[src/verilog/fud_defines.svh]
// Offsets, field positions, codes and reset values of the format decoder
`ifndef FUD_DEFINES_SVH
`define FUD_DEFINES_SVH
`define FUD_AW          5
`define FUD_OFS_CDB_LO  5'h00
`define FUD_OFS_CDB_HI  5'h04
`define FUD_OFS_CTRL    5'h08
`define FUD_OFS_MODELEN 5'h0c
`define FUD_OFS_PARAM   5'h10
`define FUD_OFS_STATUS  5'h14
`define FUD_OFS_PLAN    5'h18
`define FUD_OFS_BLKLEN  5'h1c
`define FUD_CTRL_GO     0
`define FUD_CTRL_COMMIT 1
`define FUD_PRM_MERGE   24
`define FUD_HDR_PRIM_DIS 6
`define FUD_HDR_CERT_DIS 5
`define FUD_HDR_STOP    4
`define FUD_HDR_PATTERN 3
`define FUD_HDR_IMMED   1
`define FUD_OP_FORMAT   8'h04
`define FUD_FF_FULL     2'h0
`define FUD_FF_SIZE     2'h1
`define FUD_FF_NOINIT   2'h2
`define FUD_FF_RSVD     2'h3
`define FUD_DLF_BLOCK   3'h0
`define FUD_DLF_BFI     3'h4
`define FUD_DLF_PHYS    3'h5
`define FUD_KEY_ILLEGAL 4'h5
`define FUD_KEY_MEDIUM  4'h3
`define FUD_ASC_OPCODE  8'h20
`define FUD_ASC_FIELD   8'h24
`define FUD_ASC_UNREC   8'h11
`define FUD_ASCQ_NONE   8'h00
`define FUD_ASCQ_COMBO  8'h09
`define FUD_VENDOR_ERR  16'hf7a7
`define FUD_LEN_512     16'h0200
`define FUD_LEN_4096    16'h1000
`endif

[src/verilog/fud_pkg.sv]
// Types shared by the format command decoder
package fud_pkg;
    typedef enum logic [1:0] {
        ST_IDLE = 2'b00,
        ST_EVAL = 2'b01,
        ST_DONE = 2'b11
    } fud_st_e;
    typedef struct packed {
        logic       check;
        logic [3:0] key;
        logic [7:0] asc;
        logic [7:0] ascq;
    } fud_sense_s;
    typedef struct packed {
        logic        start;
        logic        discard_grown;
        logic        merge_host;
        logic        defect_mgmt;
        logic        media_init;
        logic        mark_hard;
        logic        prim_disable;
        logic        cert_disable;
        logic        stop_fmt;
        logic        pattern;
        logic        save_disable;
        logic        immed;
        logic [1:0]  protect;
        logic [2:0]  dlf;
        logic [15:0] blk_len;
    } fud_plan_s;
    typedef struct packed {
        fud_st_e     st;
        logic        waitreq;
        logic [31:0] rdata;
        logic [31:0] cdb_lo;
        logic [15:0] cdb_hi;
        logic [24:0] prm;
        logic [15:0] mode_len;
        logic        mode_vld;
        logic [15:0] saved_len;
        logic        done;
        fud_sense_s  sense;
        fud_plan_s   plan;
    } fud_state_s;
endpackage : fud_pkg

[src/verilog/fud_decoder.sv]
// Format command decoder with an Avalon-MM register slave
// Behaviour
// Last byte of the command block is the control byte, link at bit 0.
// Link and flag bits never change execution or status.
// Multi-byte values are most significant byte first.
// Operation code 04h in byte 0 selects the format command decode.
// Byte 1 holds protection, long header, data follows, replace, format. The code refuses a set long header bit as an illegal field.
// With data follows set the initiator sends a parameter list.
// Without parameter data fixed defaults apply to the format flags.
// Replace set: drop grown list, host list becomes grown list.
// Replace clear: keep grown list and merge any host list.
// Formats 100b and 101b accepted; 000b refused with descriptors.
// No parameter data with nonzero format field is an illegal field.
// Use mode select block length, else the previous format's length.
// Initiator should issue mode select before formatting.
// Fast mode 00b does defect management and media initialization.
// Size-only mode allows only compatible size changes, else refused.
// Size-only with replace, merge or defects gives bad combination.
// Size-only from 512 marks lost blocks as hard read errors.
// Initiator discards grown list after a 5/24/09 refusal.
// Fast mode 10b does defect management without initialization.
// Reserved fast mode 11b is an illegal field.
// Nonzero reserved or vendor bits are an illegal field.
//
// The implementer's own choices: the Avalon-MM register port and the register addresses.
`timescale 1ns/1ps
`default_nettype none
`include "fud_defines.svh"
module fud_decoder
    import fud_pkg::*;
#(
    parameter logic [15:0] INIT_BLK_LEN = `FUD_LEN_4096
) (
    input  wire logic              mclk,
    input  wire logic              rstn,
    input  wire logic [`FUD_AW-1:0] avs_address,
    input  wire logic              avs_read,
    input  wire logic              avs_write,
    input  wire logic [31:0]       avs_writedata,
    input  wire logic [3:0]        avs_byteenable,
    output logic                   avs_waitrequest,
    output logic [31:0]            avs_readdata,
    output fud_plan_s              fmt_plan,
    output fud_sense_s             fmt_sense
);
    fud_state_s s_r;
    fud_state_s s_nxt;

    function automatic logic [31:0] be_merge(
        input logic [31:0] old_v,
        input logic [31:0] new_v,
        input logic [3:0]  be
    );
        logic [31:0] r;
        r = old_v;
        for (int i = 0; i < 4; i++) begin
            if (be[i]) begin
                r[i*8 +: 8] = new_v[i*8 +: 8];
            end
        end
        return r;
    endfunction : be_merge

    function automatic fud_sense_s mk_sense(
        input logic [3:0] key,
        input logic [7:0] asc,
        input logic [7:0] ascq
    );
        fud_sense_s r;
        r.check = 1'b1;
        r.key   = key;
        r.asc   = asc;
        r.ascq  = ascq;
        return r;
    endfunction : mk_sense

    // Command bytes, byte 0 first in the top lane
    logic [7:0]  b0;
    logic [7:0]  b1;
    logic [7:0]  b2;
    logic [7:0]  b3;
    logic [7:0]  b4;
    logic [7:0]  b5;
    logic        is_fmt;
    logic        follows;
    logic        replace;
    logic [2:0]  dlf;
    logic [1:0]  fast_format_mode;
    logic        size_only;
    logic        mode_rsvd;
    logic [15:0] dlen;
    logic [7:0]  hdr;
    logic        merge;
    logic        rsv_bad;
    logic        dlf_bad;
    logic        combo_bad;
    logic [15:0] new_len;
    logic        compat;
    assign b0 = s_r.cdb_lo[31:24];
    assign b1 = s_r.cdb_lo[23:16];
    assign b2 = s_r.cdb_lo[15:8];
    assign b3 = s_r.cdb_lo[7:0];
    assign b4 = s_r.cdb_hi[15:8];
    assign b5 = s_r.cdb_hi[7:0];
    assign is_fmt  = b0 == `FUD_OP_FORMAT;
    assign follows = b1[4];
    assign replace = b1[3];
    assign dlf     = b1[2:0];
    assign fast_format_mode = b4[1:0];
    assign size_only = fast_format_mode == `FUD_FF_SIZE;
    assign mode_rsvd = fast_format_mode == `FUD_FF_RSVD;
    assign dlen    = s_r.prm[15:0];
    assign hdr     = s_r.prm[23:16];
    assign merge   = s_r.prm[`FUD_PRM_MERGE];
    // Flag and link bits of byte 5 are left out on purpose
    assign rsv_bad = b1[5] || (b2 != 8'h00) || (b3 != 8'h00)
                  || (b4[7:2] != 6'h00) || (b5[7:2] != 6'h00);
    assign dlf_bad = follows && !((dlf == `FUD_DLF_BFI)
                  || (dlf == `FUD_DLF_PHYS)
                  || ((dlf == `FUD_DLF_BLOCK) && (dlen == 16'h0000)));
    assign combo_bad = replace || merge || (dlen != 16'h0000);
    assign new_len = s_r.mode_vld ? s_r.mode_len : s_r.saved_len;
    assign compat  = (new_len == s_r.saved_len)
        || ((s_r.saved_len == `FUD_LEN_512) && (new_len == `FUD_LEN_4096))
        || ((s_r.saved_len == `FUD_LEN_4096) && (new_len == `FUD_LEN_512));

    always_comb begin
        logic [31:0] rd_mux;
        rd_mux = 32'h0000_0000;
        s_nxt = s_r;
        s_nxt.plan.start = 1'b0;
        unique case (avs_address)
            `FUD_OFS_CDB_LO:  rd_mux = s_r.cdb_lo;
            `FUD_OFS_CDB_HI:  rd_mux = {16'h0000, s_r.cdb_hi};
            `FUD_OFS_MODELEN: rd_mux = {15'h0000, s_r.mode_vld, s_r.mode_len};
            `FUD_OFS_PARAM:   rd_mux = {7'h00, s_r.prm};
            `FUD_OFS_STATUS:  rd_mux = {s_r.done, s_r.sense.check, 2'h0,
                                        s_r.sense.key, s_r.sense.asc,
                                        s_r.sense.ascq, 6'h00, s_r.st};
            `FUD_OFS_PLAN:    rd_mux = s_r.plan[31:0];
            `FUD_OFS_BLKLEN:  rd_mux = {16'h0000, s_r.saved_len};
            default:          rd_mux = 32'h0000_0000;
        endcase
        unique case (s_r.st)
            ST_EVAL: begin
                s_nxt.st   = ST_DONE;
                s_nxt.done = 1'b1;
                s_nxt.sense = '0;
                if (!is_fmt) begin
                    s_nxt.sense = mk_sense(`FUD_KEY_ILLEGAL, `FUD_ASC_OPCODE,
                                           `FUD_ASCQ_NONE);
                end else if (rsv_bad || mode_rsvd) begin
                    s_nxt.sense = mk_sense(`FUD_KEY_ILLEGAL, `FUD_ASC_FIELD,
                                           `FUD_ASCQ_NONE);
                end else if (!follows && (dlf != 3'h0)) begin
                    s_nxt.sense = mk_sense(`FUD_KEY_ILLEGAL, `FUD_ASC_FIELD,
                                           `FUD_ASCQ_NONE);
                end else if (dlf_bad) begin
                    s_nxt.sense = mk_sense(`FUD_KEY_ILLEGAL, `FUD_ASC_FIELD,
                                           `FUD_ASCQ_NONE);
                end else if (size_only && combo_bad) begin
                    s_nxt.sense = mk_sense(`FUD_KEY_ILLEGAL, `FUD_ASC_FIELD,
                                           `FUD_ASCQ_COMBO);
                end else if (size_only && !compat) begin
                    s_nxt.sense = mk_sense(`FUD_KEY_ILLEGAL, `FUD_ASC_FIELD,
                                           `FUD_ASCQ_NONE);
                end
                s_nxt.plan.start = !s_nxt.sense.check;
                s_nxt.plan.discard_grown = replace;
                s_nxt.plan.merge_host = !replace && follows
                                     && (dlen != 16'h0000);
                s_nxt.plan.defect_mgmt = !size_only;
                s_nxt.plan.media_init =
                    fast_format_mode == `FUD_FF_FULL;
                s_nxt.plan.mark_hard = size_only
                    && (s_r.saved_len == `FUD_LEN_512);
                s_nxt.plan.protect = b1[7:6];
                s_nxt.plan.dlf = dlf;
                s_nxt.plan.blk_len = new_len;
                s_nxt.plan.save_disable = 1'b0;
                if (follows) begin
                    s_nxt.plan.prim_disable = hdr[`FUD_HDR_PRIM_DIS];
                    s_nxt.plan.cert_disable = hdr[`FUD_HDR_CERT_DIS];
                    s_nxt.plan.stop_fmt = hdr[`FUD_HDR_STOP];
                    s_nxt.plan.pattern = hdr[`FUD_HDR_PATTERN];
                    s_nxt.plan.immed = hdr[`FUD_HDR_IMMED];
                end else begin
                    s_nxt.plan.prim_disable = 1'b0;
                    s_nxt.plan.cert_disable = 1'b1;
                    s_nxt.plan.stop_fmt = 1'b1;
                    s_nxt.plan.pattern = 1'b0;
                    s_nxt.plan.immed = 1'b0;
                end
            end
            default: begin
            end
        endcase
        if (s_r.waitreq && (avs_read || avs_write)) begin
            s_nxt.waitreq = 1'b0;
            s_nxt.rdata = avs_read ? rd_mux : 32'h0000_0000;
        end else if (!s_r.waitreq) begin
            s_nxt.waitreq = 1'b1;
            if (avs_write) begin
                unique case (avs_address)
                    `FUD_OFS_CDB_LO: begin
                        s_nxt.cdb_lo = be_merge(s_r.cdb_lo, avs_writedata,
                                                avs_byteenable);
                    end
                    `FUD_OFS_CDB_HI: begin
                        s_nxt.cdb_hi = 16'(be_merge({16'h0000, s_r.cdb_hi},
                            avs_writedata, avs_byteenable));
                    end
                    `FUD_OFS_MODELEN: begin
                        s_nxt.mode_len = 16'(be_merge(
                            {16'h0000, s_r.mode_len},
                            avs_writedata, avs_byteenable));
                        s_nxt.mode_vld = 1'b1;
                    end
                    `FUD_OFS_PARAM: begin
                        s_nxt.prm = 25'(be_merge({7'h00, s_r.prm},
                            avs_writedata, avs_byteenable));
                    end
                    `FUD_OFS_CTRL: begin
                        if (avs_byteenable[0]
                            && avs_writedata[`FUD_CTRL_COMMIT]
                            && s_r.done && !s_r.sense.check) begin
                            s_nxt.saved_len = s_r.plan.blk_len;
                        end
                        if (avs_byteenable[0]
                            && avs_writedata[`FUD_CTRL_GO]) begin
                            s_nxt.st = ST_EVAL;
                            s_nxt.done = 1'b0;
                        end
                    end
                    default: begin
                    end
                endcase
            end
        end
    end

    always_ff @(posedge mclk) begin
        if (!rstn) begin
            s_r <= '0;
            s_r.st <= ST_IDLE;
            s_r.waitreq <= 1'b1;
            s_r.saved_len <= INIT_BLK_LEN;
        end else begin
            s_r <= s_nxt;
        end
    end

    assign avs_waitrequest = s_r.waitreq;
    assign avs_readdata    = s_r.rdata;
    assign fmt_plan        = s_r.plan;
    assign fmt_sense       = s_r.sense;
endmodule : fud_decoder
`default_nettype wire

[config.mk]
export PLATFORM = sky130hd
export DESIGN_NAME = fud_decoder
export DESIGN_NICKNAME = d
export VERILOG_FILES = /design/src/verilog/fud_pkg.sv /design/src/verilog/fud_decoder.sv
export VERILOG_INCLUDE_DIRS = /design/src /design/src/verilog
export SDC_FILE = /design/constraint.sdc
export NUM_CORES = 1
export LEC_CHECK = 0
export BUFFER_PORTS_ARGS = -buffer_cell sky130_fd_sc_hd__buf_4
export CAP_MARGIN = 20
export CORE_MARGIN = 2
export CORE_UTILIZATION = 28
export CTS_CLUSTER_DIAMETER = 100
export DETAILED_ROUTE_END_ITERATION = 8
export GPL_TIMING_DRIVEN = 0
export PLACE_DENSITY = 0.46
export SYNTH_ARGS = -nofsm -noshare
export SYNTH_HDL_FRONTEND = slang
export SYNTH_SLANG_ARGS = --single-unit
[constraint.sdc]
create_clock -name mclk -period 6 [get_ports mclk]
set_input_delay 0.3 -clock mclk [delete_from_list [all_inputs] [get_ports mclk]]
set_output_delay 0.3 -clock mclk [all_outputs]
set_load 0.01 [all_outputs]
Word level (Yosys, flattened, before mapping)
Cells that the tools add are included.
{"block": "word_totals", "latch_bits": 0, "wordCells": 140, "mem_bits_ro": 0, "output_inout_bits": 87, "ram_bits": 0, "memories": 0, "ff_bits": 195}
{"block": "classes", "n_addsub": 0, "shifts": 0, "n_mux": 25, "n_lt_le_gt_ge": 0, "reduce_logical": 59, "n_eq_ne": 18, "n_div": 0, "mul": 0, "n_bitwise": 2}
{"cell": "$pmux 32 s7", "count": 1}
{"cell": "$mux 21", "count": 7}
{"cell": "$reduce_and 5->1", "count": 13}
{"cell": "$mux 55", "count": 1}
{"cell": "$eq 16x10->1 const B", "count": 2}
{"cell": "$eq 16x13->1 const B", "count": 2}
{"cell": "$mux 32", "count": 1}
{"cell": "$eq 5x5->1 const B", "count": 4}
{"cell": "$eq 16x16->1", "count": 1}
{"cell": "$logic_not 16->1", "count": 1}
{"cell": "$mux 16", "count": 1}
{"cell": "$reduce_bool 16->1", "count": 1}
{"cell": "$reduce_bool 8->1", "count": 2}
{"cell": "$logic_and 1x1->1", "count": 15}
{"cell": "$logic_or 1x1->1", "count": 12}
{"cell": "$reduce_bool 6->1", "count": 2}
{"cell": "$eq 5x4->1 const B", "count": 2}
{"cell": "$mux 2", "count": 5}
{"cell": "$eq 8x3->1 const B", "count": 1}
{"cell": "$logic_not 1->1", "count": 7}
{"cell": "$mux 1", "count": 7}
{"cell": "$eq 3x3->1 const B", "count": 2}
{"cell": "$eq 5x3->1 const B", "count": 1}
{"cell": "$logic_not 5->1", "count": 1}
{"cell": "other kinds (10)", "count": 12}

Longest topological paths before layout
Gate-level depths: netlist of run 1.
{"block": "logic_depth", "ltp_word": 21, "mapped_depth": 8, "mapped_depth_nobuf": 5}

Least setup slack after synthesis of run 1
Ideal clock, no wire load.
{"block": "synth_timing", "path_type": "flip-flop to flip-flop", "startpoint": "reg s_r (netlist bit dlen[8])", "endpoint": "reg s_r (netlist bit fmt_plan[32])", "arrival_time_ns": 1.979, "setup_ns": 0.061, "n_path_buf": 0, "period_less_slack_ns": 2.040, "path_slack_ns": 3.960, "path_stages_with_launch": 6, "path_cell_list": "dfxtp_1 -> or4_4 -> or4_1 -> o31a_1 -> nor3b_2 -> and4_1"}
{"block": "synth_between", "elab_chain_len": 11}
{"element": "start: declaration", "line": "fud_decoder.sv:46", "rtl": "fud_state_s s_r;"}
{"element": "start signal: assignment", "line": "fud_decoder.sv:249", "rtl": "s_r <= s_nxt;"}
{"element": "$logic_not 16->1", "line": "fud_decoder.sv:120", "rtl": "|| ((dlf == `FUD_DLF_BLOCK) && (dlen == 16'h0000)));"}
{"element": "$logic_and 1x1->1", "line": "fud_decoder.sv:120"}
{"element": "$logic_or 1x1->1", "line": "fud_decoder.sv:118", "rtl": "assign dlf_bad = follows && !((dlf == `FUD_DLF_BFI)"}
{"element": "$logic_not 1->1", "line": "fud_decoder.sv:118"}
{"element": "$logic_and 1x1->1", "line": "fud_decoder.sv:118"}
{"element": "$mux 21 *", "line": "fud_decoder.sv:158", "rtl": "end else if (dlf_bad) begin"}
{"element": "$mux 21 *", "line": "fud_decoder.sv:155", "rtl": "end else if (!follows && (dlf != 3'h0)) begin"}
{"element": "$mux 21 *", "line": "fud_decoder.sv:152", "rtl": "end else if (rsv_bad || mode_rsvd) begin"}
{"element": "$mux 21 *", "line": "fud_decoder.sv:149", "rtl": "if (!is_fmt) begin"}
{"element": "$mux 21 *", "line": "fud_decoder.sv:144", "rtl": "unique case (s_r.st)"}
{"element": "$logic_not 1->1 *", "line": "fud_decoder.sv:168", "rtl": "s_nxt.plan.start = !s_nxt.sense.check;"}
Mark *: on every way between the ends. The rest lies on a longest branch, timed or not. The select of a mux whose other input is x is not followed.
A chain may end at the register's enable or synchronous reset.

Final worst setup path of run 1
{"block": "layout_timing", "startpoint": "reg s_r (netlist bit avs_waitrequest)", "endpoint": "reg s_r[67] in the netlist's numbering"}
{"block": "layout_between", "elab_chain_len": 3}
{"element": "$logic_and 1x1->1", "line": "fud_decoder.sv:198", "rtl": "if (s_r.waitreq && (avs_read || avs_write)) begin"}
{"element": "$not 1->1 (no line)"}
{"element": "$reduce_and 5->1 (no line) *"}
Mark *: on every way between the ends. The rest lies on a longest branch, timed or not.

==> results of run 1 <==
## per-stage QoR
step,hold slack [ns],area (µm²)
finish,0.0719,10600
global route,0.0715,10600
CTS,0.0684,10600
detailed placement,0.462,10000
global placement,0.459,10000
floorplan,0.416,8650
## cells by family (layout without fill, tap and decap cells)
| family | after synthesis | count (layout) |
|---|---|---|
| compound gates | 228 | 228 |
| xor+xnor | 16 | 16 |
| buf+inv | 153 | 301 |
| flops | 177 | 177 |
| mux | 57 | 57 |
| other cells | 1 | 15 |
| simple gates | 345 | 345 |
## critical path: cells and delay by family (launching register included)
kind | cells | cell delay [ns]
muxes | 1 | 0.20
buffers and inverters | 3 | 0.94
DFF | 1 | 0.37
and+or+nand+nor | 4 | 0.92
## per-layer routing
layer / share of wire / track usage
met5: 0 / 0
met4: 0.029 / 0.0702
met2: 0.45 / 0.325
met3: 0.052 / 0.0301
met1: 0.47 / 0.285
## sequential cells by signal, indices dropped and copies added, names as in the netlist
signal,count
b2,8
b3,8
hdr,8
dlen,16
fmt_plan,32
merge,1
avs_waitrequest,1
s_r,36
b1,8
b0,8
b5,8
fmt_sense,3
b4,8
avs_readdata,32
## area by class of cell
| type | count | share of cell area |
|---|---|---|
| buffer | 151 | 0.0865 |
| timing repair buffer | 116 | 0.0820 |
| clock inverter | 15 | 0.0171 |
| sequential | 177 | 0.334 |
| inverter | 2 | 0.000707 |
| multi-input combinational | 661 | 0.393 |
| tap | 396 | 0.0467 |
| clock buffer | 17 | 0.0401 |
## placed cells by master (no fill, tap or decap), types with 3 or more instances in the layout
cell | synthesis | final
buf_4 | 87 | 203
dfxtp_1 | 177 | 177
nand2_1 | 131 | 131
a21boi_0 | 89 | 89
nand3_1 | 72 | 72
mux2i_1 | 57 | 57
a22oi_1 | 55 | 55
clkbuf_1 | 50 | 50
nor2_1 | 42 | 42
nor2b_1 | 33 | 33
nor4_1 | 19 | 19
clkbuf_16 | 0 | 17
a211oi_1 | 16 | 16
xor2_1 | 16 | 16
a31o_2 | 16 | 16
conb_1 | 1 | 15
a21oi_1 | 13 | 13
o21ai_0 | 12 | 12
and2_1 | 12 | 12
a222oi_1 | 10 | 10
buf_2 | 8 | 8
or4_1 | 5 | 5
inv_8 | 0 | 5
buf_1 | 4 | 4
o211a_1 | 4 | 4
nor4b_1 | 3 | 3
nand3b_1 | 3 | 3
nor3_1 | 3 | 3
nand4_1 | 3 | 3
clkinv_4 | 0 | 3
clkinv_8 | 0 | 3
## power breakdown
part,total (mW),leakage (nW),internal (mW),switching [mW]
Clock,1.16,0.296,0.571,0.593
Sequential,1.18,1.43,1.17,0.00211
Combinational,0.133,2.35,0.0476,0.0853
Total,2.47,4.07,1.79,0.680
## final timing paths
check,from,depth (start not counted),end
worst max-delay path,avs_waitrequest,8,s_r[67]
worst min register to register,avs_readdata[12],2,avs_readdata[12]
worst min-delay path,avs_write,2,avs_waitrequest
worst max register to register,avs_waitrequest,8,s_r[67]
## Yosys cell counts (all sizes together) (19+ instances only)
cell and n:
dfxtp 177, a21boi 89, nor2 42, mux2i 57, a22oi 55, buf 101, nand2 131, clkbuf 50
nor4 19, nand3 72, nor2b 33
==> qor.csv, run 1 <==
stage;metric;value;unit
synthesis;main area contributors after synthesis;dfxtp_1 (41%), a21boi_0 (7.8%), buf_4 (7.6%);
synthesis;mux cell area share after synthesis;0.0664;
synthesis;Post-Synth XOR/XNOR Area;0.0163;
critical_path;Setup CP Type;flip-flop to flip-flop;
floorplan;Row Count;64;
global_routing;vias in the first global route;7317;
clock_tree;setup bufs post-CTS;0;
timing;Rel. slew slack;0.295;
synthesis;Post-Syn Instances;977;
synthesis;adder-cell share of the synthesized area;0;
pwr;Power Density;233;mW/mm²
worst_hold_path;Worst Hold Class;input port to flip-flop;
place;Placer Congestion;0.868;
global_routing;Global Route Usage Sum;0.205;
critical_path;critical path arrival;2.90;ns
critical_path;r2r setup slk;3.42;ns
synthesis;post-synthesis average cell area;8.80;µm²
finish;register area;0.00354;mm²
drt;vias per cell;5.01;
synthesis;sequential share of the synthesized area;0.412;
clock_tree;clock root buffer;clkbuf_16;
critical_path;crit path cell chain;and3b_1 -> clkbuf_1 -> nor4b_1 -> and4b_1 -> buf_4 -> buf_6 -> mux2i_1 -> nand2_1;
clock_tree;CTS Buf Count;17;
run;max_cap viols;0;
global_routing;largest net degree at the start of global routing;21;
critical_path;critical path endpoint category;flip-flop;
timing;final setup fails;0;
clock_tree;CTS tree;built;
timing;fin crit period;2.58;ns
timing;Final Hold Vio Count;0;
finish;fin cells;1535;
critical_path;worst-path fanout max;10;
clock_tree;insertion delay to the later sink of the worst-skew pair;0.45;ns
finish;fraction of layout cells with a size suffix above 1;0.237;
synthesis;synth unique cells;55;
clock_tree;clock slew at reported path FFs;0.09;ns
global_routing;initial antenna violation count;0;
floorplan;Initial Utilization;0.282;
drt;# DRC;0;
synthesis;Synth Area in Simple Gates;0.197;
critical_path;Worst path max stage delay;0.54;ns
timing;Fin Clk Skew;0.0176;ns
drt;WL final;32700;µm
timing;RSZ-0062 raised after global routing;false;
drt;DR pass1 iterations;5;
timing;Peak Freq;388;MHz
finish;Multi-input gate area;0.00418;mm²
synthesis;Synth Area in Compound Gates;0.199;
finish;fin nets;1171;
floorplan;die area;0.0321;mm²
critical_path;required time of the worst setup path;6.32;ns
floorplan;Core ar.;0.0304;mm²
timing;Slew Limit Fails;0;
finish;post-layout util;0.349;
timing;Total Neg Setup Slack;0;ns
synthesis;predominant post-synthesis flop cell;dfxtp_1;
place;pre-CTS setup slack;3.09;ns
finish;area grow syn2layout;23.6;%
floorplan;Die Y;179;µm
place;Placed Instances;1503;
synthesis;fraction of registers with async set or reset after synthesis;0;
timing;Setup WS post-layout;3.42;ns
synthesis;Ys Warns;0;
clock_tree;Longest Clk Path Bufs;2;
timing;post-route clock period utilization;0.430;
synthesis;#FFs+latches synth;177;
drt;average routed wire per standard cell;21.3;µm
clock_tree;CTS hold repair buffers;0;
drt;via count of the routed design;7694;
pwr;total power;2.47;mW
synthesis;EDFF count, synth;0;
finish;n_diodes;0;
pwr;worst vdd ir;178;µV
clock_tree;clock sink total;177;
synthesis;main combinational cell family by area after synthesis;compound AO/OA/AOI/OAI gates;
pwr;static leakage;4.07;nW
place;HPWL after detailed placement;24800;µm
synthesis;cell taking the most area after synthesis;dfxtp_1;
place;I/O Buffers;116;
status;result of the run;finished, final reports clean;
finish;FILL cells;3259;
global_routing;grt total ovfl;0;
clock_tree;post-cts resize count;0;
floorplan;Top Ports;132;
global_routing;global-route wire length before repair;48000;µm
floorplan;DIE WIDTH;179;µm
timing;Worst Tran Pin Value;1.05;ns
critical_path;Critical-path top delay cell;clkbuf_1;
synthesis;post-synth top area share;0.412;
drt;ANT nets after route;0;
critical_path;critical path startpoint category;flip-flop;
synthesis;Syn Std Cell Area;0.00859;mm²
drt;DR iter-0 viols;629;
clock_tree;CTS HTree Levels;4;
Note: power is estimated with default switching activity, not from simulation.
==> run 2: changes to the inputs <==
clock period = 2.4 ns   (was 6 ns; I/O delays follow)
==> run 2 against run 1 <==
Worst setup slack got worse by 3.3 ns. Wire length increased by 0.18%. Sequential share of layout area decreased by 1.1 points. Sequential cell count unchanged. Clock power increased by 150%. First-iteration DRC count decreased by 3.7%. Power increased to 2.5 times the previous value.
==> qor.csv, run 2 (synthesis gave the netlist of run 1 again) <==
stage;metric;value;unit
timing;Final Hold Vio Count;0;
critical_path;Critical-path top delay cell;nor3_2;
drt;via count of the routed design;7778;
timing;fin crit period;2.28;ns
timing;Worst Tran Pin Value;1.06;ns
floorplan;Row Count;64;
clock_tree;CTS Buf Count;17;
finish;max reg flops;36;
global_routing;grt total ovfl;0;
critical_path;critical path arrival;2.61;ns
timing;Rel. slew slack;0.288;
critical_path;required time of the worst setup path;2.73;ns
drt;WL final;32800;µm
drt;# DRC;0;
timing;Slew Limit Fails;0;
pwr;worst vdd ir;445;µV
finish;FILL cells;3242;
finish;fraction of layout cells with a size suffix above 1;0.235;
critical_path;worst-path fanout max;9;
finish;post-layout util;0.361;
critical_path;Reg2Reg Depth;5;
global_routing;largest net degree at the start of global routing;21;
timing;post-route clock period utilization;0.949;
worst_hold_path;Worst Hold Class;input port to flip-flop;
drt;vias per cell;4.96;
global_routing;global-route wire length before repair;48400;µm
global_routing;initial antenna violation count;0;
timing;final setup fails;0;
timing;Peak Freq;439;MHz
clock_tree;clock sink total;177;
critical_path;critical path endpoint category;flip-flop;
global_routing;Global Route Usage Sum;0.206;
finish;fin nets;1204;
drt;average routed wire per standard cell;20.9;µm
clock_tree;Longest Clk Path Bufs;2;
drt;DR iter-0 viols;606;
floorplan;Die Y;179;µm
clock_tree;clock slew at reported path FFs;0.08;ns
worst_hold_path;Worst Hold Path EP;s_r[194];
drt;DR pass1 iterations;7;
clock_tree;CTS HTree Levels;4;
timing;worst hold slack;0.0638;ns
pwr;static leakage;4.22;nW
critical_path;critical path startpoint category;input port;
critical_path;Setup CP Type;input port to flip-flop;
worst_hold_path;worst hold path startpoint;avs_address[0];
place;I/O Buffers;116;
pwr;Power Density;567;mW/mm²
place;Placer Congestion;0.868;
critical_path;FF-to-FF Start;dlen[11];
drt;ANT nets after route;0;
floorplan;DIE WIDTH;179;µm
run;max_cap viols;0;
clock_tree;insertion delay to the later sink of the worst-skew pair;0.45;ns
critical_path;Worst path max stage delay;0.81;ns
floorplan;Core ar.;0.0304;mm²
floorplan;die area;0.0321;mm²
status;result of the run;finished, final reports clean;
finish;Top reg by flops;s_r;
finish;commonest non-fill, non-tap cell in the layout;buf_4;
floorplan;Top Ports;132;
pwr;total power;6.22;mW
clock_tree;CTS tree;built;
finish;most frequent cells in the layout;buf_4 (203), dfxtp_1 (177), nand2_1 (131), a21boi_0 (89), nand3_1 (72);
timing;RSZ-0062 raised after global routing;false;
timing;Fin Clk Skew;0.0242;ns
worst_hold_path;hold depth;4;
critical_path;crit path cell chain;buf_4 -> or3b_2 -> nor3_2 -> nand3_1 -> mux2i_1 -> nor2b_1;
finish;area grow syn2layout;27.7;%
critical_path;r2r setup slk;0.14;ns
place;HPWL after detailed placement;24800;µm
floorplan;Initial Utilization;0.282;
global_routing;vias in the first global route;7436;
critical_path;R2R Path End;fmt_plan[32];
clock_tree;clock root buffer;clkbuf_16;
-- run 2: cell type report --
| type | instances | area [µm²] | area share |
|---|---|---|---|
| well taps | 396 | 495 | 0.0452 |
| repair buffers | 150 | 1210 | 0.110 |
| plain buffers | 150 | 920 | 0.0838 |
| flip-flops and latches | 177 | 3540 | 0.323 |
| clock buffers | 17 | 425 | 0.0388 |
| multi-input cells | 661 | 4180 | 0.381 |
| clock inverters | 15 | 181 | 0.0165 |
| diodes | 1 | 2.50 | 0.000228 |
| inverters | 2 | 7.51 | 0.000684 |
-- run 2: per-stage QoR --
stage,cell area (µm²),worst slack [ns],std cells,setup TNS (ns)
floorplan,8650,0.360,991,0
CTS,11000,0.0777,1568,0
finish,11000,0.123,1569,0
global route,11000,0.0147,1568,0
global placement,10000,-0.283,1503,-10.60
detailed placement,10000,-0.330,1503,-11.83
-- run 2: how the worst max path moves through the flow --
stage                    from      endpoint  cells after the start
5_1_grt        avs_address[1]        hdr[7]                      6
2_1_floorplan         dlen[8]  fmt_plan[32]                      5
4_1_cts              s_r[194]  fmt_plan[16]                      5
3_3_place_gp   avs_address[1]        hdr[0]                      6
3_5_place_dp   avs_address[4]         b2[0]                      7
6_report       avs_address[1]        hdr[0]                      6
-- run 2: timing repair --
action	4_1_cts	5_1_grt
gates resized for setup	1	8
gates cloned	0	0
endpoints found under the hold margin	73	0
buffers inserted	0	0
endpoints found under the setup margin	10	41
hold buffers	34	0
-- run 2: critical path: cells and delay by family --
kind	cells	cell delay (ns)
muxes	1	0.33
buffers and inverters	1	0.12
and+or+nand+nor	4	2.03
-- run 2: routing by layer --
layer | vias to the layer above | wire length (µm) | track usage
met1 | 3713 | 15400 | 0.286
met4 | 0 | 927 | 0.0702
met3 | 38 | 1660 | 0.0288
li1 | 3753 | - | -
met2 | 274 | 14800 | 0.328
met5 | - | 0 | 0
-- run 2: power by group --
part           internal, mW  switching, mW
Sequential             2.94        0.00532
Combinational         0.156          0.221
Clock                  1.43           1.48
Total                  4.52           1.70
==> run 3: changes to the inputs <==
SETUP_SLACK_MARGIN = 0.3   (was default)
==> run 3 against run 2 <==
Core utilization rose by 0.42 points. First-iteration DRC count is 0.33% higher. Cell count up 0.38%. Critical path type is now flip-flop to flip-flop. Wire length grew 0.78%. Die area unchanged. Largest power group unchanged. Global-route usage rose by 0.060 points. Sequential power about the same. Fmax increased by 4.5%.
==> qor.csv, run 3 (synthesis gave the netlist of run 1 again) <==
stage;metric;value;unit
clock_tree;CTS tree;built;
drt;vias per cell;4.97;
finish;post-route cell area;0.0111;mm²
drt;# DRC;0;
drt;DR pass1 iterations;5;
critical_path;Critical-path top delay cell;or4_4;
place;I/O Buffers;116;
critical_path;critical path arrival;2.56;ns
critical_path;Setup CP Type;flip-flop to flip-flop;
critical_path;critical path startpoint category;flip-flop;
drt;average routed wire per standard cell;21.0;µm
floorplan;Row Count;64;
floorplan;Top Ports;132;
global_routing;vias in the first global route;7457;
floorplan;DIE WIDTH;179;µm
timing;fin crit period;2.18;ns
worst_hold_path;hold depth;4;
drt;M1 WL;15400;µm
clock_tree;clock root buffer;clkbuf_16;
drt;via count of the routed design;7829;
timing;RSZ-0062 raised after global routing;true;
finish;fin nets;1211;
critical_path;crit path cell chain;or4_4 -> or4_4 -> o31a_1 -> nor3b_2 -> and4_1;
finish;fraction of layout cells with a size suffix above 1;0.256;
critical_path;Worst path max stage delay;0.56;ns
global_routing;global-route wire length before repair;48600;µm
global_routing;initial antenna violation count;0;
drt;met2 wire length;15000;µm
timing;Fin Clk Skew;0.0177;ns
finish;area grow syn2layout;29.1;%
finish;max reg flops;36;
timing;post-route clock period utilization;0.908;
timing;Peak Freq;459;MHz
clock_tree;insertion delay to the later sink of the worst-skew pair;0.44;ns
drt;DR iter-0 viols;608;
clock_tree;Longest Clk Path Bufs;2;
critical_path;critical path endpoint category;flip-flop;
pwr;Power Density;561;mW/mm²
critical_path;worst-path fanout max;3;
clock_tree;CTS HTree Levels;4;
finish;commonest non-fill, non-tap cell in the layout;buf_4;
global_routing;grt total ovfl;0;
timing;worst hold slack;0.0917;ns
pwr;static leakage;4.30;nW
drt;DR top layer;met4;
timing;final setup fails;0;
clock_tree;clock sink total;177;
clock_tree;CTS Buf Count;17;
critical_path;Most Frequent Cell on Critical Path;or4_4;
finish;n_diodes;0;
global_routing;Global Route Usage Sum;0.207;
timing;Slew Limit Fails;0;
finish;post-layout util;0.365;
floorplan;Die Y;179;µm
drt;met3 wire length;1720;µm
clock_tree;clock slew at reported path FFs;0.08;ns
critical_path;required time of the worst setup path;2.78;ns
timing;Rel. slew slack;0.478;
drt;WL final;33000;µm
worst_hold_path;Worst Hold Class;input port to flip-flop;
floorplan;Core ar.;0.0304;mm²
timing;Final Hold Vio Count;0;
run;max_cap viols;0;
status;result of the run;finished, final reports clean;
drt;ANT nets after route;0;
global_routing;largest net degree at the start of global routing;21;
place;HPWL after detailed placement;24800;µm
place;Post-DP Area;0.0100;mm²
floorplan;die area;0.0321;mm²
timing;Total Neg Setup Slack;0;ns
pwr;worst vdd ir;439;µV
timing;Worst Tran Pin Value;0.778;ns
critical_path;r2r setup slk;0.22;ns
place;Placer Congestion;0.868;
finish;most frequent cells in the layout;buf_4 (208), dfxtp_1 (171), nand2_1 (131), a21boi_0 (89), nand3_1 (72);
critical_path;Reg2Reg Depth;5;
floorplan;Initial Utilization;0.282;
finish;Top reg by flops;s_r;
## run 3: critical path: cells and delay by family, from the launching register on
| kind | cells | cell delay (ns) |
|---|---|---|
| flops | 1 | 0.33 |
| compound gates | 1 | 0.29 |
| simple gates | 4 | 1.50 |
## run 3: layout make-up
class	count	area, µm²
fill	3238	19300
multi-input combinational	661	4230
sequential	177	3550
timing repair buffer	156	1260
buffer	151	947
tap	396	495
clock buffer	17	425
clock inverter	15	181
inverter	2	7.51
## run 3: report_power, final
part | leakage [nW] | switching, mW | internal, mW
logic | 2.58 | 0.225 | 0.160
registers | 1.43 | 0.00529 | 2.94
clock network | 0.296 | 1.47 | 1.43
## run 3: repair_timing
action                                  4_1_cts  5_1_grt
hold endpoints to repair                     73        0
pin swaps                                     7        3
gates resized for setup                      21       19
hold buffers                                 34        0
endpoints found under the setup margin       92       71
buffers inserted                              3        3
## run 3: final timing paths
check,startpoint,to
hold reg to reg,avs_readdata[12],avs_readdata[12]
setup / recovery,dlen[9],fmt_plan[32]
setup reg to reg,dlen[9],fmt_plan[32]
hold / removal,avs_byteenable[3],merge
## run 3: routing by layer
layer | track usage | vias to the layer above
li1 | - | 3768
met1 | 0.287 | 3722
met2 | 0.329 | 298
met3 | 0.0295 | 41
met4 | 0.0702 | 0
met5 | 0 | -
## run 3: per-stage QoR
step | setup slack, ns | std cells | power (mW)
floorplan | 0.360 | 991 | 3.16
global placement | -0.283 | 1503 | 3.34
detailed placement | -0.330 | 1503 | 3.34
CTS | 0.191 | 1572 | 6.26
global route | 0.197 | 1575 | 6.43
finish | 0.221 | 1575 | 6.23
